==> config.mk <==
export PLATFORM = sky130hd
export DESIGN_NAME = t2c_timer
export DESIGN_NICKNAME = d
export VERILOG_FILES = /design/src/design/t2c_pkg.sv /design/src/design/t2c_fall_det.sv /design/src/design/t2c_timer.sv
export SDC_FILE = /design/constraint.sdc
export NUM_CORES = 1
export LEC_CHECK = 0
export ABC_AREA = 1
export CAP_MARGIN = 20
export CORE_MARGIN = 5
export CORE_UTILIZATION = 60
export DETAILED_ROUTE_END_ITERATION = 10
export DONT_BUFFER_PORTS = 1
export GPL_TIMING_DRIVEN = 1
export HOLD_SLACK_MARGIN = 0.05
export PLACE_DENSITY = 0.78
export REMOVE_ABC_BUFFERS = 1
export SLEW_MARGIN = 10
export SYNTH_ARGS = -nofsm -noshare
export SYNTH_HDL_FRONTEND = slang
export SYNTH_SLANG_ARGS = --single-unit
export TNS_END_PERCENT = 100
==> constraint.sdc <==
create_clock -name pclk -period 2.59 [get_ports pclk]
set_input_delay 0.518 -clock pclk [delete_from_list [all_inputs] [get_ports pclk]]
set_output_delay 0.518 -clock pclk [all_outputs]
set_load 0.05 [all_outputs]
==> src/design/t2c_pkg.sv <==
// Constants and types for the capture/reload timer block
package t2c_pkg;
    // Register indices; byte address is four times the index
    localparam logic [7:0] T2C_IDX_CONTROL  = 8'hc8;
    localparam logic [7:0] T2C_IDX_MODE     = 8'hc9;
    localparam logic [7:0] T2C_IDX_CAP_LOW  = 8'hca;
    localparam logic [7:0] T2C_IDX_CAP_HIGH = 8'hcb;
    localparam logic [7:0] T2C_IDX_CNT_LOW  = 8'hcc;
    localparam logic [7:0] T2C_IDX_CNT_HIGH = 8'hcd;
    localparam logic [7:0] T2C_IDX_IRQ_EN   = 8'hce;

    // Reset values and counter maximum
    localparam logic [7:0]  T2C_RST_BYTE  = 8'h00;
    localparam logic [15:0] T2C_RST_WORD  = 16'h0000;
    localparam logic [15:0] T2C_CNT_MAX   = 16'hffff;

    // Mode register field positions
    localparam int T2C_MODE_CAP_RESET = 3;
    localparam int T2C_MODE_CLK_OE    = 1;
    localparam int T2C_MODE_DOWN_EN   = 0;
    localparam logic [7:0] T2C_MODE_MASK = 8'h0b;

    // Interrupt enable register field
    localparam int T2C_IRQ_EN_BIT = 0;

    // Timing: system clock 20 ns, baud mode advances every 2 clocks
    localparam int T2C_CLK_PERIOD_NS = 20;
    localparam int T2C_BAUD_CLOCKS   = 2;
    localparam int T2C_TIMER_CLOCKS  = 4;
    localparam logic [1:0] T2C_BAUD_DIV_LAST = 2'(T2C_BAUD_CLOCKS - 1);
    localparam logic [1:0] T2C_TIMER_DIV_LAST = 2'(T2C_TIMER_CLOCKS - 1);

    // Control register, bit 7 down to bit 0
    typedef struct packed {
        logic timer_overflow_flag;
        logic external_trigger_flag;
        logic rx_baud_source;
        logic tx_baud_source;
        logic trigger_enable;
        logic timer_run;
        logic counter_timer_select;
        logic capture_reload_select;
    } t2c_ctrl_s;

    localparam t2c_ctrl_s T2C_CTRL_RST = '0;
endpackage

==> src/design/t2c_fall_det.sv <==
// Falling edge detector for a synchronous input pin
`timescale 1ns/100ps
`default_nettype none
module t2c_fall_det (
    input  wire logic pclk,
    input  wire logic presetn,
    input  wire logic pin,
    output logic      fall
);
    logic prev_r;

    always_ff @(posedge pclk or negedge presetn) begin
        if (!presetn) begin
            prev_r <= 1'b1;
        end else begin
            prev_r <= pin;
        end
    end

    assign fall = prev_r & ~pin;
endmodule
`default_nettype wire

==> src/design/t2c_timer.sv <==
// Capture/reload timer with APB register access
`timescale 1ns/100ps
`default_nettype none
module t2c_timer
    import t2c_pkg::*;
(
    input  wire logic        pclk,
    input  wire logic        presetn,
    input  wire logic        psel,
    input  wire logic        penable,
    input  wire logic        pwrite,
    input  wire logic [31:0] paddr,
    input  wire logic [31:0] pwdata,
    output logic      [31:0] prdata,
    output logic             pready,
    output logic             pslverr,
    input  wire logic        external_count_pin,
    input  wire logic        trigger_pin,
    input  wire logic        timer1_overflow,
    output logic             rx_baud_tick,
    output logic             tx_baud_tick,
    output logic             timer_irq,
    output logic             clock_out,
    output logic             clock_out_oe
);
    // ********************************
    // Register state
    // ********************************
    t2c_ctrl_s   ctrl_r;
    logic [7:0]  mode_r;
    logic [15:0] cap_r;
    logic [15:0] count_r;
    logic        irq_en_r;
    logic [1:0]  div_r;
    logic [31:0] prdata_r;
    logic        pready_r;
    logic        pslverr_r;
    logic        rx_tick_r;
    logic        tx_tick_r;
    logic        irq_r;
    logic        clk_out_r;
    logic        clk_oe_r;

    logic        baud_mode;
    logic        down_mode;
    logic        count_up;
    logic        tick;
    logic        trig_fall;
    logic        cnt_fall;
    logic        trig_act;
    logic        at_top;
    logic        at_bottom;
    logic        ovf;
    logic        reload;
    logic        capture;
    logic [15:0] count_nxt;
    logic        wr_en;
    logic [7:0]  idx;
    logic [7:0]  wbyte;
    logic        wr_ctrl;
    logic        wr_mode;
    logic        wr_cap_lo;
    logic        wr_cap_hi;
    logic        wr_cnt_lo;
    logic        wr_cnt_hi;
    logic        wr_irq_en;

    // ********************************
    // Address decode functions
    // ********************************
    function automatic logic hit(input logic [7:0] a, input logic [7:0] r);
        hit = (a == r);
    endfunction

    function automatic logic mapped(input logic [7:0] a);
        mapped = hit(a, T2C_IDX_CONTROL) | hit(a, T2C_IDX_MODE)
               | hit(a, T2C_IDX_CAP_LOW) | hit(a, T2C_IDX_CAP_HIGH)
               | hit(a, T2C_IDX_CNT_LOW) | hit(a, T2C_IDX_CNT_HIGH)
               | hit(a, T2C_IDX_IRQ_EN);
    endfunction

    // ********************************
    // Pin edge detection
    // ********************************
    t2c_fall_det u_trig_det (
        .pclk    (pclk),
        .presetn (presetn),
        .pin     (trigger_pin),
        .fall    (trig_fall)
    );

    t2c_fall_det u_cnt_det (
        .pclk    (pclk),
        .presetn (presetn),
        .pin     (external_count_pin),
        .fall    (cnt_fall)
    );

    // ********************************
    // APB index, write data and write enable decode
    // ********************************
    assign idx   = paddr[9:2];
    assign wbyte = pwdata[7:0];
    assign wr_en = psel & penable & pready_r & pwrite & ~paddr[1] & ~paddr[0];

    // ********************************
    // Register write strobes, mode decode and tick generation
    // ********************************
    assign wr_ctrl   = wr_en & hit(idx, T2C_IDX_CONTROL);
    assign wr_mode   = wr_en & hit(idx, T2C_IDX_MODE);
    assign wr_cap_lo = wr_en & hit(idx, T2C_IDX_CAP_LOW);
    assign wr_cap_hi = wr_en & hit(idx, T2C_IDX_CAP_HIGH);
    assign wr_cnt_lo = wr_en & hit(idx, T2C_IDX_CNT_LOW);
    assign wr_cnt_hi = wr_en & hit(idx, T2C_IDX_CNT_HIGH);
    assign wr_irq_en = wr_en & hit(idx, T2C_IDX_IRQ_EN);

    assign baud_mode = ctrl_r.rx_baud_source | ctrl_r.tx_baud_source;
    assign down_mode = mode_r[T2C_MODE_DOWN_EN] & ~baud_mode
                     & ~ctrl_r.capture_reload_select;
    assign count_up  = ~down_mode | trigger_pin;

    always_ff @(posedge pclk or negedge presetn) begin
        if (!presetn) begin
            div_r <= 2'b00;
        end else if (baud_mode) begin
            div_r <= (div_r >= T2C_BAUD_DIV_LAST) ? 2'b00 : div_r + 2'b01;
        end else begin
            div_r <= (div_r >= T2C_TIMER_DIV_LAST) ? 2'b00 : div_r + 2'b01;
        end
    end

    always_comb begin
        if (!ctrl_r.timer_run) begin
            tick = 1'b0;
        end else if (baud_mode) begin
            tick = (div_r >= T2C_BAUD_DIV_LAST);
        end else if (ctrl_r.counter_timer_select) begin
            tick = cnt_fall;
        end else begin
            tick = (div_r >= T2C_TIMER_DIV_LAST);
        end
    end

    // ********************************
    // Count events
    // ********************************
    assign trig_act  = trig_fall & ctrl_r.trigger_enable & ~baud_mode
                     & ~down_mode;
    assign at_top    = (count_r == T2C_CNT_MAX);
    assign at_bottom = (count_r == cap_r);
    assign ovf       = tick & (count_up ? at_top : at_bottom);
    assign capture   = trig_act & ctrl_r.capture_reload_select;
    assign reload    = (ovf & count_up & (baud_mode
                        | ~ctrl_r.capture_reload_select))
                     | (trig_act & ~ctrl_r.capture_reload_select);

    always_comb begin
        count_nxt = count_r;
        if (reload) begin
            count_nxt = cap_r;
        end else if (capture && mode_r[T2C_MODE_CAP_RESET]) begin
            count_nxt = T2C_RST_WORD;
        end else if (ovf && !count_up) begin
            count_nxt = T2C_CNT_MAX;
        end else if (tick) begin
            count_nxt = count_up ? count_r + 16'h0001 : count_r - 16'h0001;
        end
    end

    // ********************************
    // Counter bytes
    // ********************************
    always_ff @(posedge pclk or negedge presetn) begin
        if (!presetn) begin
            count_r <= T2C_RST_WORD;
        end else begin
            count_r <= count_nxt;
            if (wr_cnt_lo) begin
                count_r[7:0] <= wbyte;
            end
            if (wr_cnt_hi) begin
                count_r[15:8] <= wbyte;
            end
        end
    end

    // ********************************
    // Capture/reload bytes
    // ********************************
    always_ff @(posedge pclk or negedge presetn) begin
        if (!presetn) begin
            cap_r <= T2C_RST_WORD;
        end else if (capture) begin
            cap_r <= count_r;
        end else begin
            if (wr_cap_lo) begin
                cap_r[7:0] <= wbyte;
            end
            if (wr_cap_hi) begin
                cap_r[15:8] <= wbyte;
            end
        end
    end

    // ********************************
    // Control and mode registers
    // ********************************
    always_ff @(posedge pclk or negedge presetn) begin
        if (!presetn) begin
            ctrl_r <= T2C_CTRL_RST;
        end else begin
            if (wr_ctrl) begin
                ctrl_r <= t2c_ctrl_s'(wbyte);
            end
            if (ovf && !baud_mode) begin
                ctrl_r.timer_overflow_flag <= 1'b1;
            end
            if (ovf && down_mode) begin
                ctrl_r.external_trigger_flag <= 1'b1;
            end
            if (trig_act) begin
                ctrl_r.external_trigger_flag <= 1'b1;
            end
        end
    end

    always_ff @(posedge pclk or negedge presetn) begin
        if (!presetn) begin
            mode_r <= T2C_RST_BYTE;
        end else if (wr_mode) begin
            mode_r <= wbyte & T2C_MODE_MASK;
        end
    end

    // ********************************
    // Interrupt enable register
    // ********************************
    always_ff @(posedge pclk or negedge presetn) begin
        if (!presetn) begin
            irq_en_r <= 1'b0;
        end else if (wr_irq_en) begin
            irq_en_r <= wbyte[T2C_IRQ_EN_BIT];
        end
    end

    // ********************************
    // Interrupt, baud ticks and clock out
    // ********************************
    always_ff @(posedge pclk or negedge presetn) begin
        if (!presetn) begin
            irq_r <= 1'b0;
        end else begin
            irq_r <= irq_en_r & (ctrl_r.timer_overflow_flag
                   | ctrl_r.external_trigger_flag);
        end
    end

    always_ff @(posedge pclk or negedge presetn) begin
        if (!presetn) begin
            rx_tick_r <= 1'b0;
            tx_tick_r <= 1'b0;
        end else begin
            rx_tick_r <= ctrl_r.rx_baud_source ? ovf : timer1_overflow;
            tx_tick_r <= ctrl_r.tx_baud_source ? ovf : timer1_overflow;
        end
    end

    always_ff @(posedge pclk or negedge presetn) begin
        if (!presetn) begin
            clk_out_r <= 1'b0;
            clk_oe_r  <= 1'b0;
        end else begin
            clk_oe_r <= mode_r[T2C_MODE_CLK_OE];
            if (!mode_r[T2C_MODE_CLK_OE]) begin
                clk_out_r <= 1'b0;
            end else if (ovf) begin
                clk_out_r <= ~clk_out_r;
            end
        end
    end

    // ********************************
    // APB read path
    // ********************************
    always_ff @(posedge pclk or negedge presetn) begin
        if (!presetn) begin
            prdata_r  <= 32'h0000_0000;
            pready_r  <= 1'b0;
            pslverr_r <= 1'b0;
        end else begin
            pready_r  <= psel & ~penable;
            pslverr_r <= psel & ~penable & ~mapped(idx);
            prdata_r  <= 32'h0000_0000;
            if (psel && !penable && !pwrite) begin
                unique case (1'b1)
                    hit(idx, T2C_IDX_CONTROL):  prdata_r[7:0] <= ctrl_r;
                    hit(idx, T2C_IDX_MODE):     prdata_r[7:0] <= mode_r;
                    hit(idx, T2C_IDX_CAP_LOW):  prdata_r[7:0] <= cap_r[7:0];
                    hit(idx, T2C_IDX_CAP_HIGH): prdata_r[7:0] <= cap_r[15:8];
                    hit(idx, T2C_IDX_CNT_LOW):  prdata_r[7:0] <= count_r[7:0];
                    hit(idx, T2C_IDX_CNT_HIGH): prdata_r[7:0] <= count_r[15:8];
                    hit(idx, T2C_IDX_IRQ_EN):   prdata_r[0]   <= irq_en_r;
                    default:                    prdata_r      <= 32'h0000_0000;
                endcase
            end
        end
    end

    assign prdata       = prdata_r;
    assign pready       = pready_r;
    assign pslverr      = pslverr_r;
    assign rx_baud_tick = rx_tick_r;
    assign tx_baud_tick = tx_tick_r;
    assign timer_irq    = irq_r;
    assign clock_out    = clk_out_r;
    assign clock_out_oe = clk_oe_r;
endmodule
`default_nettype wire

==> impl_metrics.json, run 1 <==
{
  "fillerInstances": 753,
  "cts.root.buffer_cell": "clkbuf_8",
  "synthesis.area_per_instance_um2": 6.38,
  "synth_async_sr_flop_share": 1.00,
  "via_per_inst": 5.89,
  "yosys_register_bits": 63,
  "drc": 0,
  "critical_path.endpoint_type": "flop",
  "placement_rows": 33,
  "routed-wl-met3_um": 1790,
  "grt_overflow_total": 0,
  "finalWeightedCongestion": 0.976,
  "p_leak_nw": 2.76,
  "grt_setup_unrepaired": "yes",
  "crit_slowest_cell": "dfrtp_1",
  "max_cap_violations": 0,
  "post-route-min-period_ns": 2.50,
  "fraction_of_layout_cells_with_a_size_suffix_above_1": 0.0976,
  "wl_um": 16700,
  "syn_to_final_growth_pct": 10.5,
  "fin_cells": 925,
  "placement.cell_area_um2": 5170,
  "synth.lib_cells_used.distinct": 41,
  "groute.usage.overall": 0.329,
  "timing_max_transition_violations_final": 0,
  "pwr-share-clk": 0.448,
  "worst_clock_skew_ns": 0.00808,
  "design.portCount": 111,
  "timing.critical_path.cells": "inv_2 > nor2_4 > nand3_4 > buf_4 > nor2_1 > nand2_1 > nand2_1 > nand3_1 > nor2_4 > nand4_4 > nand2_4 > nor2_4 > buf_12 > nand2_1 > nand2_1 > nand2_1 > nand2_1",
  "outcome": "completed",
  "crit_path_frequent_cell": "nand2_1",
  "highest-signal-layer": "met4",
  "main_combinational_cell_family_by_area_after_synthesis": "simple AND/OR/NAND/NOR gates",
  "routed-via-count": 5452,
  "route.antenna.remaining_nets": 0,
  "synth.cell_area_um2": 5030,
  "inserted_clock_buffers": 9,
  "routed_length_on_met1_um": 6600,
  "worst_ep_arrival_time_ns": 2.74,
  "die_h_um": 102,
  "power_w": 0.00221,
  "grt_start_max_net_pins": 64,
  "p_int_w": 0.00162,
  "tritoncts_clock_tree": "yes",
  "power_per_cell_area_nw_per_um2": 398,
  "power.ir.vdd_worst_mv": 0.412,
  "worstSkewPairLatency_ns": 0.35,
  "synthXorXnorAreaFrac": 0.0226,
  "max_slew.worst_pin.slew_ns": 0.826,
  "num_antenna_cells": 0,
  "htreeDepth": 3,
  "share_seq_of_total_power": 0.459,
  "max_freq_mhz": 400,
  "main_synth_ff_type": "dfrtp_1",
  "final_min_period_over_clock_period": 0.965,
  "grt_pass1_vias": 5084,
  "post_synth_and_or_nand_nor_area_fraction": 0.379,
  "power.share.combinational": 0.093,
  "clk_transition_reported_paths_ns": 0.07,
  "setup_viol": 0,
  "share_of_synthesized_area_occupied_by_flip_flops_and_latches": 0.314,
  "initial_antenna_violation_count": 0,
  "worst_ep_required_time_ns": 2.83,
  "final_cell_area_um2": 5560,
  "power.switching_fraction": 0.271,
  "dieArea_um2": 10300,
  "yosysWarningCount": 0,
  "post_synth_fa_ha_maj_area_fraction": 0.00746,
  "dp_hpwl_um": 12500,
  "timing.final.ws_setup_ns": 0.0898,
  "drt_iter0_markers": 568,
  "worstSetupPathType": "flop to flop",
  "die_width_um": 102,
  "synth-compound-area-share": 0.138,
  "dp_slack_ns": -0.00659,
  "cell_count_after_synthesis": 788,
  "net_count_final": 890,
  "hold_viol": 0,
  "wl_per_cell_um": 18.1,
  "dr_wl_met2_um": 7830,
  "power_switching_w": 0.000599,
  "timing.critical_path.from_type": "flop",
  "clockBufferDepth": 2,
  "floorplan.core_area_um2": 8180,
  "grt_pass1_wl_um": 26100,
  "floorplan.initialDensity": 0.615,
  "max_stage_delay_ns": 0.41,
  "cts_sinks": 63,
  "cp_max_fo": 16,
  "place.detailed.instances": 898,
  "hold_path_class": "input port to flop",
  "io_buffer_count": 0,
  "mux_contribution_to_synthesized_area": 0,
  "detailedRoute.firstPassIterationCount": 5,
  "edff_count_synth": 0,
  "relSlewSlack": 0.445
}
kinds of logic (layout without fill, tap and decap cells):
group	Yosys count	in the layout
other	1	24
and+or+nand+nor	442	442
xor gates and xnor gates	13	13
adders and majority gates	3	3
AOI/OAI and AO/OA	117	117
DFF	63	63
buffers and inverters	149	158
cell usage in the layout (no fill, tap or decap), types with 2 or more instances in the layout:
cell / synthesis / routed
clkinv_1: 4 / 4
nor2_4: 3 / 4
o21ai_1: 5 / 5
buf_6: 4 / 2
nor3_1: 7 / 7
dfrtp_1: 61 / 58
a41oi_1: 11 / 11
clkinvlp_4: 0 / 2
nand4_2: 3 / 2
ha_1: 3 / 3
inv_2: 3 / 4
clkbuf_8: 0 / 10
nor2_1: 68 / 66
o22ai_1: 11 / 11
conb_1: 1 / 24
dfrtp_2: 0 / 3
nand4_1: 21 / 21
dfstp_2: 2 / 2
nor4_2: 2 / 2
nor2_2: 6 / 7
nor4_1: 2 / 2
a21oi_1: 43 / 43
o221ai_1: 2 / 2
xor2_1: 13 / 13
a221oi_1: 6 / 6
nand4_4: 1 / 2
nand3_1: 37 / 37
nand3b_1: 3 / 3
o21a_1: 2 / 2
buf_4: 26 / 27
nand2_1: 286 / 286
o21ai_0: 31 / 31
buf_12: 0 / 4
bufinv_16: 0 / 2
inv_1: 99 / 98
power groups by stage:
stage	clock (W)	combinational (W)	sequential [W]
floorplan	0	0.000143	0.00104
global placement	0	0.000169	0.00103
detailed placement	0	0.000177	0.00104
CTS	0.000990	0.000204	0.00102
global route	0.00105	0.000225	0.00102
finish	0.000992	0.000206	0.00102
path summary, 6_finish.rpt:
| path | from | to | slack [ns] | cells after the start |
|---|---|---|---|---|
| min in group asynchronous | presetn | ctrl_r[6] | 0.70 | 2 |
| worst min-delay path | trigger_pin | u_trig_det.prev_r | 0.15 | 0 |
| worst max register to register | mode_r[0] | count_r[3] | 0.09 | 17 |
| worst max-delay path | mode_r[0] | count_r[3] | 0.09 | 17 |
| max in group asynchronous | presetn | u_cnt_det.prev_r | 1.59 | 2 |
| worst min register to register | mode_r[1] | clock_out_oe | 0.47 | 0 |
layer usage:
layer  vias up  global-route usage
met2       341               0.525
met3        43              0.0441
met4         0               0.112
met5         -                   0
li1       2551                   -
met1      2517               0.461
cell usage after synthesis, drive strengths merged (6+ instances only):
library cell / n / area [um2]
nand2: 288 / 1090
inv: 102 / 383
nor2: 77 / 327
dfrtp: 61 / 1530
a21oi: 43 / 215
buf: 39 / 285
nand3: 38 / 203
o21ai: 36 / 180
nand4: 25 / 190
xor2: 13 / 114
a41oi: 11 / 96.3
o22ai: 11 / 68.8
nor3: 7 / 35.0
a221oi: 6 / 52.6
cell type report:
type | count | area (um2) | share of cell area
Tap cell | 105 | 131 | 0.0236
Multi-Input combinational cell | 599 | 2860 | 0.514
Timing Repair Buffer | 36 | 358 | 0.0644
Clock inverter | 6 | 92.6 | 0.0167
Clock buffer | 10 | 138 | 0.0248
Inverter | 106 | 398 | 0.0716
Sequential cell | 63 | 1580 | 0.285
state kept, by name, indices dropped and copies added (netlist names), 2 cells and up:
name	flops
count_r	16
prdata	8
mode_r	3
ctrl_r	8
cap_r	16
div_r	2
worst max-delay path: cells and delay by family (launching register included):
kind | cells | cell delay [ns]
flops | 1 | 0.41
buf+inv | 3 | 0.44
simple gates | 14 | 1.51
per-stage QoR:
stage                util  setup TNS (ns)  hold slack [ns]
global placement    0.633               0            0.224
floorplan               -           -3.76            0.222
global route        0.680          -0.152            0.137
detailed placement  0.633        -0.00659            0.224
CTS                 0.666               0            0.150
finish              0.680               0            0.155
timing repair:
action / CTS / global route
gates resized for setup: 0 / 12
hold buffers: 2 / 0
hold endpoints to repair: 63 / 0
buffers inserted: 0 / 7
setup endpoints to repair: 0 / 16
(Power assumes the default switching activity.)
==> inputs of run 2 (changes only) <==
--- a/config.mk
+++ b/config.mk
@@ -18,5 +18,6 @@
 export SLEW_MARGIN = 10
 export SYNTH_ARGS = -nofsm -noshare
 export SYNTH_HDL_FRONTEND = slang
+export SYNTH_HIERARCHICAL = 1
 export SYNTH_SLANG_ARGS = --single-unit
 export TNS_END_PERCENT = 100
==> run 2 against run 1 <==
  * Core utilization grew 1.7 points
  * Clock power fell by 14%
  * Highest routed layer unchanged
  * Wire length increased by 1.4%
  * Area after synthesis fell by 1.5%
  * Combinational power decreased by 17%
  * Synthesized cell count fell by 2.7%
  * Clock skew hardly changed
  * The run now ends with setup timing left
  * Setup slack worse by 0.13 ns
  * Register-to-register slack got worse by 0.13 ns
==> impl_metrics.json, run 2 <==
{
  "critical_path.endpoint_type": "flop",
  "p_int_w": 0.00146,
  "cts.root.buffer_cell": "clkbuf_8",
  "main_synth_ff_type": "dfrtp_1",
  "setup_viol": 11,
  "clk_transition_reported_paths_ns": 0.08,
  "drt_iter0_markers": 695,
  "edff_count_synth": 0,
  "detailedRoute.firstPassIterationCount": 6,
  "timing.critical_path.cells": "buf_6 > nor2_4 > nand3_4 > buf_12 > o21ai_1 > nand3_1 > nor2_4 > nand4_4 > nand2_8 > nor2_4 > buf_12 > nand2_1 > nand2_1 > nand2_1 > nand2_1",
  "yosys_register_bits": 63,
  "routed_length_on_met1_um": 6540,
  "outcome": "finished with violations",
  "failed_checks": "setup timing",
  "dp_slack_ns": -0.0681,
  "drc": 0,
  "initial_antenna_violation_count": 0,
  "tritoncts_clock_tree": "yes",
  "max_slew.worst_pin.slew_ns": 0.725,
  "worstSkewPairLatency_ns": 0.34,
  "layout.cells.most_common": "nand2_1",
  "power_per_cell_area_nw_per_um2": 358,
  "io_buffer_count": 0,
  "via_per_inst": 5.94,
  "worst_ep_required_time_ns": 2.83,
  "grt_pass1_wl_um": 25200,
  "critical_path.startpoint": "ctrl_r[4]",
  "power.ir.vdd_worst_mv": 0.306,
  "worst_ep_arrival_time_ns": 2.88,
  "p_leak_nw": 2.99,
  "clockBufferDepth": 2,
  "r2r_start": "ctrl_r[4]",
  "worstSetupPathType": "flop to flop",
  "hold_viol": 0,
  "yosysWarningCount": 6,
  "dp_hpwl_um": 11800,
  "max_cap_violations": 0,
  "cell_count_after_synthesis": 767,
  "fraction_of_layout_cells_with_a_size_suffix_above_1": 0.133,
  "power_switching_w": 0.000575,
  "cts_sinks": 63,
  "dieArea_um2": 10200,
  "regToRegSetupSlack_ns": -0.04,
  "share_seq_of_total_power": 0.495,
  "grt_setup_unrepaired": "yes",
  "inserted_clock_buffers": 9,
  "post-route-min-period_ns": 2.63,
  "synth.cell_area_um2": 4950,
  "synth_async_sr_flop_share": 1.00,
  "floorplan.initialDensity": 0.609,
  "wl_per_cell_um": 18.5,
  "synthesis.area_per_instance_um2": 6.46,
  "syn_to_final_growth_pct": 14.5,
  "max_freq_mhz": 380,
  "synth_commonest_cells": "305 x nand2_1, 106 x inv_1, 61 x dfrtp_1",
  "power.switching_fraction": 0.283,
  "dr_wl_met2_um": 7580,
  "groute.usage.overall": 0.320,
  "power.share.combinational": 0.085,
  "hold_path_class": "input port to asynchronous set/reset pin",
  "largest_registers": "cap_r x16, count_r x16",
  "floorplan.core_area_um2": 8130,
  "placement_rows": 33,
  "r2r-end": "count_r[13]",
  "timing.final.ws_setup_ns": -0.0439,
  "cp_max_fo": 16,
  "power_w": 0.00203,
  "net_count_final": 881,
  "design.portCount": 111,
  "highest-signal-layer": "met4",
  "worst_clock_skew_ns": 0.00822,
  "timing_max_transition_violations_final": 0,
  "final_min_period_over_clock_period": 1.02,
  "finalWeightedCongestion": 0.961,
  "grt_overflow_total": 0,
  "pwr-share-clk": 0.420,
  "route.antenna.remaining_nets": 0,
  "crit_path_frequent_cell": "nand2_1",
  "grt_pass1_vias": 4944,
  "timing.critical_path.from_type": "flop",
  "wl_um": 17000,
  "num_antenna_cells": 0,
  "r2r_cells": 15,
  "worstPathBufferInverterCount": 3,
  "yosys-top-cells-area": "dfrtp_1 31%, nand2_1 23%, inv_1 8.0%, buf_4 3.8%, nand3_1 3.7%",
  "synth_top_cell_area_share": 0.308,
  "die_width_um": 101,
  "critical-path-top-delay-family": "simple AND/OR/NAND/NOR gates",
  "max_stage_delay_ns": 0.43,
  "die_h_um": 101,
  "htreeDepth": 3,
  "share_of_synthesized_area_occupied_by_flip_flops_and_latches": 0.319,
  "utilization": 0.697,
  "synth.lib_cells_used.distinct": 43,
  "most-common-layout-cells": "294 x nand2_1, 102 x inv_1, 60 x dfrtp_1",
  "cell_with_the_most_instances_after_synthesis": "nand2_1",
  "final_sum_of_negative_setup_slack_ns": -0.213,
  "grt_start_max_net_pins": 64,
  "crit_slowest_cell": "dfrtp_1",
  "routed-wl-met3_um": 2120,
  "relSlewSlack": 0.513,
  "routed-via-count": 5436,
  "synth_largest_area_cell": "dfrtp_1"
}
[run 2: final cells by class]
cell class | count | area [um2]
clock buffers | 10 | 128
clock inverters | 6 | 61.3
fillers | 683 | 2460
inverters | 112 | 424
multi-input cells | 576 | 2880
flip-flops and latches | 63 | 1580
well taps | 105 | 131
repair buffers | 43 | 468
[run 2: repair_timing]
| item | CTS | global route |
|---|---|---|
| hold endpoints to repair | 63 | 0 |
| hold buffers | 1 | 0 |
| gates resized for setup | 1 | 32 |
| cloned | 0 | 2 |
| setup endpoints to repair | 13 | 16 |
| buffers inserted | 2 | 13 |
| pin swaps | 1 | 10 |
[run 2: cell families after synthesis]
family	after synthesis	share of synthesized area
simple gates	434	0.380
xor+xnor	10	0.0177
compound gates	104	0.134
fa+ha+maj	4	0.0101
flops	63	0.319
other cells	1	0.000757
buf+inv	151	0.138
[run 2: through the flow]
stage	std cells	hold WS [ns]	cell area (um2)
floorplan	751	0.222	4780
global placement	881	0.224	5130
detailed placement	881	0.224	5130
CTS	900	0.0557	5390
global route	915	0.0645	5670
finish	915	0.0492	5670
[run 2: power by group through the flow]
stage,sequential [W],combinational (W),clock (W)
floorplan,0.00103,0.000115,0
global placement,0.00103,0.000138,0
detailed placement,0.00103,0.000141,0
CTS,0.00101,0.000166,0.000848
global route,0.00101,0.000184,0.000897
finish,0.00101,0.000172,0.000853
[run 2: worst max path at each step]
stage | slack, ns | endpoint | cells after the start
after floorplan | -0.07 | count_r[10] | 13
after global placement | 0.02 | count_r[13] | 14
after detailed placement | -0.07 | count_r[13] | 14
after CTS | 0.03 | count_r[8] | 17
after global routing | -0.14 | count_r[13] | 15
final | -0.04 | count_r[13] | 15
[run 2: metal layers]
metal,up-vias,track usage
met5,-,0
met1,2471,0.454
met4,0,0.113
li1,2495,-
met3,73,0.0457
met2,397,0.498
==> inputs of run 3 (changes only) <==
--- a/config.mk
+++ b/config.mk
@@ -14,6 +14,7 @@
 export GPL_TIMING_DRIVEN = 1
 export HOLD_SLACK_MARGIN = 0.05
 export PLACE_DENSITY = 0.78
+export RECOVER_POWER = 100
 export REMOVE_ABC_BUFFERS = 1
 export SLEW_MARGIN = 10
 export SYNTH_ARGS = -nofsm -noshare
==> run 3 against run 2 <==
  * The flow finishes with violations (capacitance limit, slew limit, setup timing)
  * Wire length about the same
  * Maximum frequency up 1.1%
  * Die area unchanged
  * Via count up 0.22%
  * Critical endpoint is now count_r[5]
  * Highest routed layer unchanged
==> impl_metrics.json, run 3 (synthesis gave the netlist of run 2 again) <==
{
  "final_min_period_over_clock_period": 1.01,
  "grt_overflow_total": 0,
  "worst_ep_required_time_ns": 2.83,
  "crit_slowest_cell": "dfrtp_1",
  "htreeDepth": 3,
  "worstPathBufferInverterCount": 3,
  "die_width_um": 101,
  "dp_hpwl_um": 11800,
  "routed-via-count": 5448,
  "place.detailed.instances": 881,
  "layout.cells.most_common": "nand2_1",
  "r2r_cells": 15,
  "num_antenna_cells": 0,
  "routed-wl-met3_um": 2130,
  "grt_pass1_vias": 4944,
  "fillerInstances": 685,
  "worstSetupEndpoint": "count_r[5]",
  "layout.area.seq_um2": 1580,
  "wl_per_cell_um": 18.5,
  "post-route-min-period_ns": 2.60,
  "max_slew.worst_pin.slew_ns": 1.67,
  "worst-path-stages": 15,
  "groute.usage.overall": 0.320,
  "dieArea_um2": 10200,
  "dr_wl_met2_um": 7580,
  "cts_sinks": 63,
  "initial_antenna_violation_count": 0,
  "multi_input_area_um2": 2880,
  "finalWeightedCongestion": 0.961,
  "p_leak_nw": 2.98,
  "hold_viol": 0,
  "timing.final.ws_setup_ns": -0.0142,
  "power.ir.vdd_worst_mv": 0.306,
  "failed_checks": "capacitance limit, slew limit, setup timing",
  "die_h_um": 101,
  "placement.cell_area_um2": 5130,
  "critical-path-top-delay-family": "simple AND/OR/NAND/NOR gates",
  "worstSetupPathType": "flop to flop",
  "fraction_of_layout_cells_with_a_size_suffix_above_1": 0.132,
  "max_freq_mhz": 384,
  "final_sum_of_negative_setup_slack_ns": -0.0283,
  "timing.critical_path.cells": "buf_6 > nor2_4 > nand3_4 > buf_12 > o21ai_1 > nand3_1 > nor2_4 > nand4_4 > nand2_8 > nor2_4 > buf_12 > nand2_1 > nand2_1 > nand2_1 > nand2_1",
  "r2r_start": "ctrl_r[4]",
  "final_cell_area_um2": 5650,
  "hold_path_class": "input port to flop",
  "worstSkewPairLatency_ns": 0.34,
  "setup_viol": 3,
  "fin_cells": 915,
  "tritoncts_clock_tree": "yes",
  "clockBufferDepth": 2,
  "outcome": "finished with violations",
  "dp_slack_ns": -0.0681,
  "most-common-layout-cells": "294 x nand2_1, 103 x inv_1, 60 x dfrtp_1",
  "max_cap_violations": 1,
  "critical_path.endpoint_type": "flop",
  "cts.root.buffer_cell": "clkbuf_8",
  "max_stage_delay_ns": 0.43,
  "floorplan.initialDensity": 0.609,
  "floorplan.core_area_um2": 8130,
  "highest-signal-layer": "met4",
  "wl_um": 17000,
  "design.portCount": 111,
  "worst_ep_arrival_time_ns": 2.84,
  "inserted_clock_buffers": 9,
  "timing.critical_path.from_type": "flop",
  "critical_path.startpoint": "ctrl_r[4]",
  "worst_clock_skew_ns": 0.00924,
  "routed_length_on_met1_um": 6490,
  "net_count_final": 881,
  "crit_path_frequent_cell": "nand2_1",
  "via_per_inst": 5.95,
  "power_per_cell_area_nw_per_um2": 360,
  "io_buffer_count": 0,
  "route.antenna.remaining_nets": 0,
  "utilization": 0.695,
  "detailedRoute.firstPassIterationCount": 7,
  "drt_iter0_markers": 714,
  "timing_max_transition_violations_final": 64,
  "relSlewSlack": -0.112,
  "drc": 0,
  "placement_rows": 33,
  "syn_to_final_growth_pct": 14.0,
  "cp_max_fo": 16,
  "grt_setup_unrepaired": "yes",
  "largest_registers": "cap_r x16, count_r x16",
  "regToRegSetupSlack_ns": -0.01,
  "clk_transition_reported_paths_ns": 0.08,
  "r2r-end": "count_r[5]",
  "grt_start_max_net_pins": 64,
  "grt_pass1_wl_um": 25200
}
-- run 3: how the worst min path moves through the flow --
stage	start	end	slack, ns	depth (start not counted)
6_report	external_count_pin	u_cnt_det/prev_r	0.16	0
5_1_grt	external_count_pin	u_cnt_det/prev_r	0.14	0
4_1_cts	presetn	div_r[0]	0.06	1
3_5_place_dp	presetn	pslverr	0.22	0
3_3_place_gp	presetn	prdata[4]	0.22	0
2_1_floorplan	presetn	cap_r[0]	0.22	0
-- run 3: where the power goes --
group | switching (W) | internal (W)
clock | 0.000415 | 0.000442
sequential | 0.0000142 | 0.000992
combinational | 0.000149 | 0.0000189
-- run 3: timing repair --
item | CTS | global route
cloned | 0 | 2
hold endpoints to repair | 63 | 0
hold buffers | 1 | 0
pin swaps | 1 | 10
gates resized for setup | 1 | 32
setup endpoints to repair | 13 | 16
setup buffers | 2 | 13
-- run 3: final cells by class --
class | count | share of cell area
Sequential cell | 63 | 0.280
Clock inverter | 6 | 0.0109
Inverter | 112 | 0.0751
Timing Repair Buffer | 43 | 0.0788
Tap cell | 105 | 0.0233
Multi-Input combinational cell | 576 | 0.510
Clock buffer | 10 | 0.0226
-- run 3: through the flow --
step	total power, W	hold slack [ns]
after global routing	0.00208	0.144
after CTS	0.00202	0.0557
after global placement	0.00116	0.224
after detailed placement	0.00117	0.224
final	0.00203	0.164
after floorplan	0.00114	0.222
-- run 3: layer usage --
metal	vias up	GRT usage
met5	-	0
met4	0	0.113
met3	77	0.0457
met2	387	0.498
met1	2483	0.454
li1	2501	-
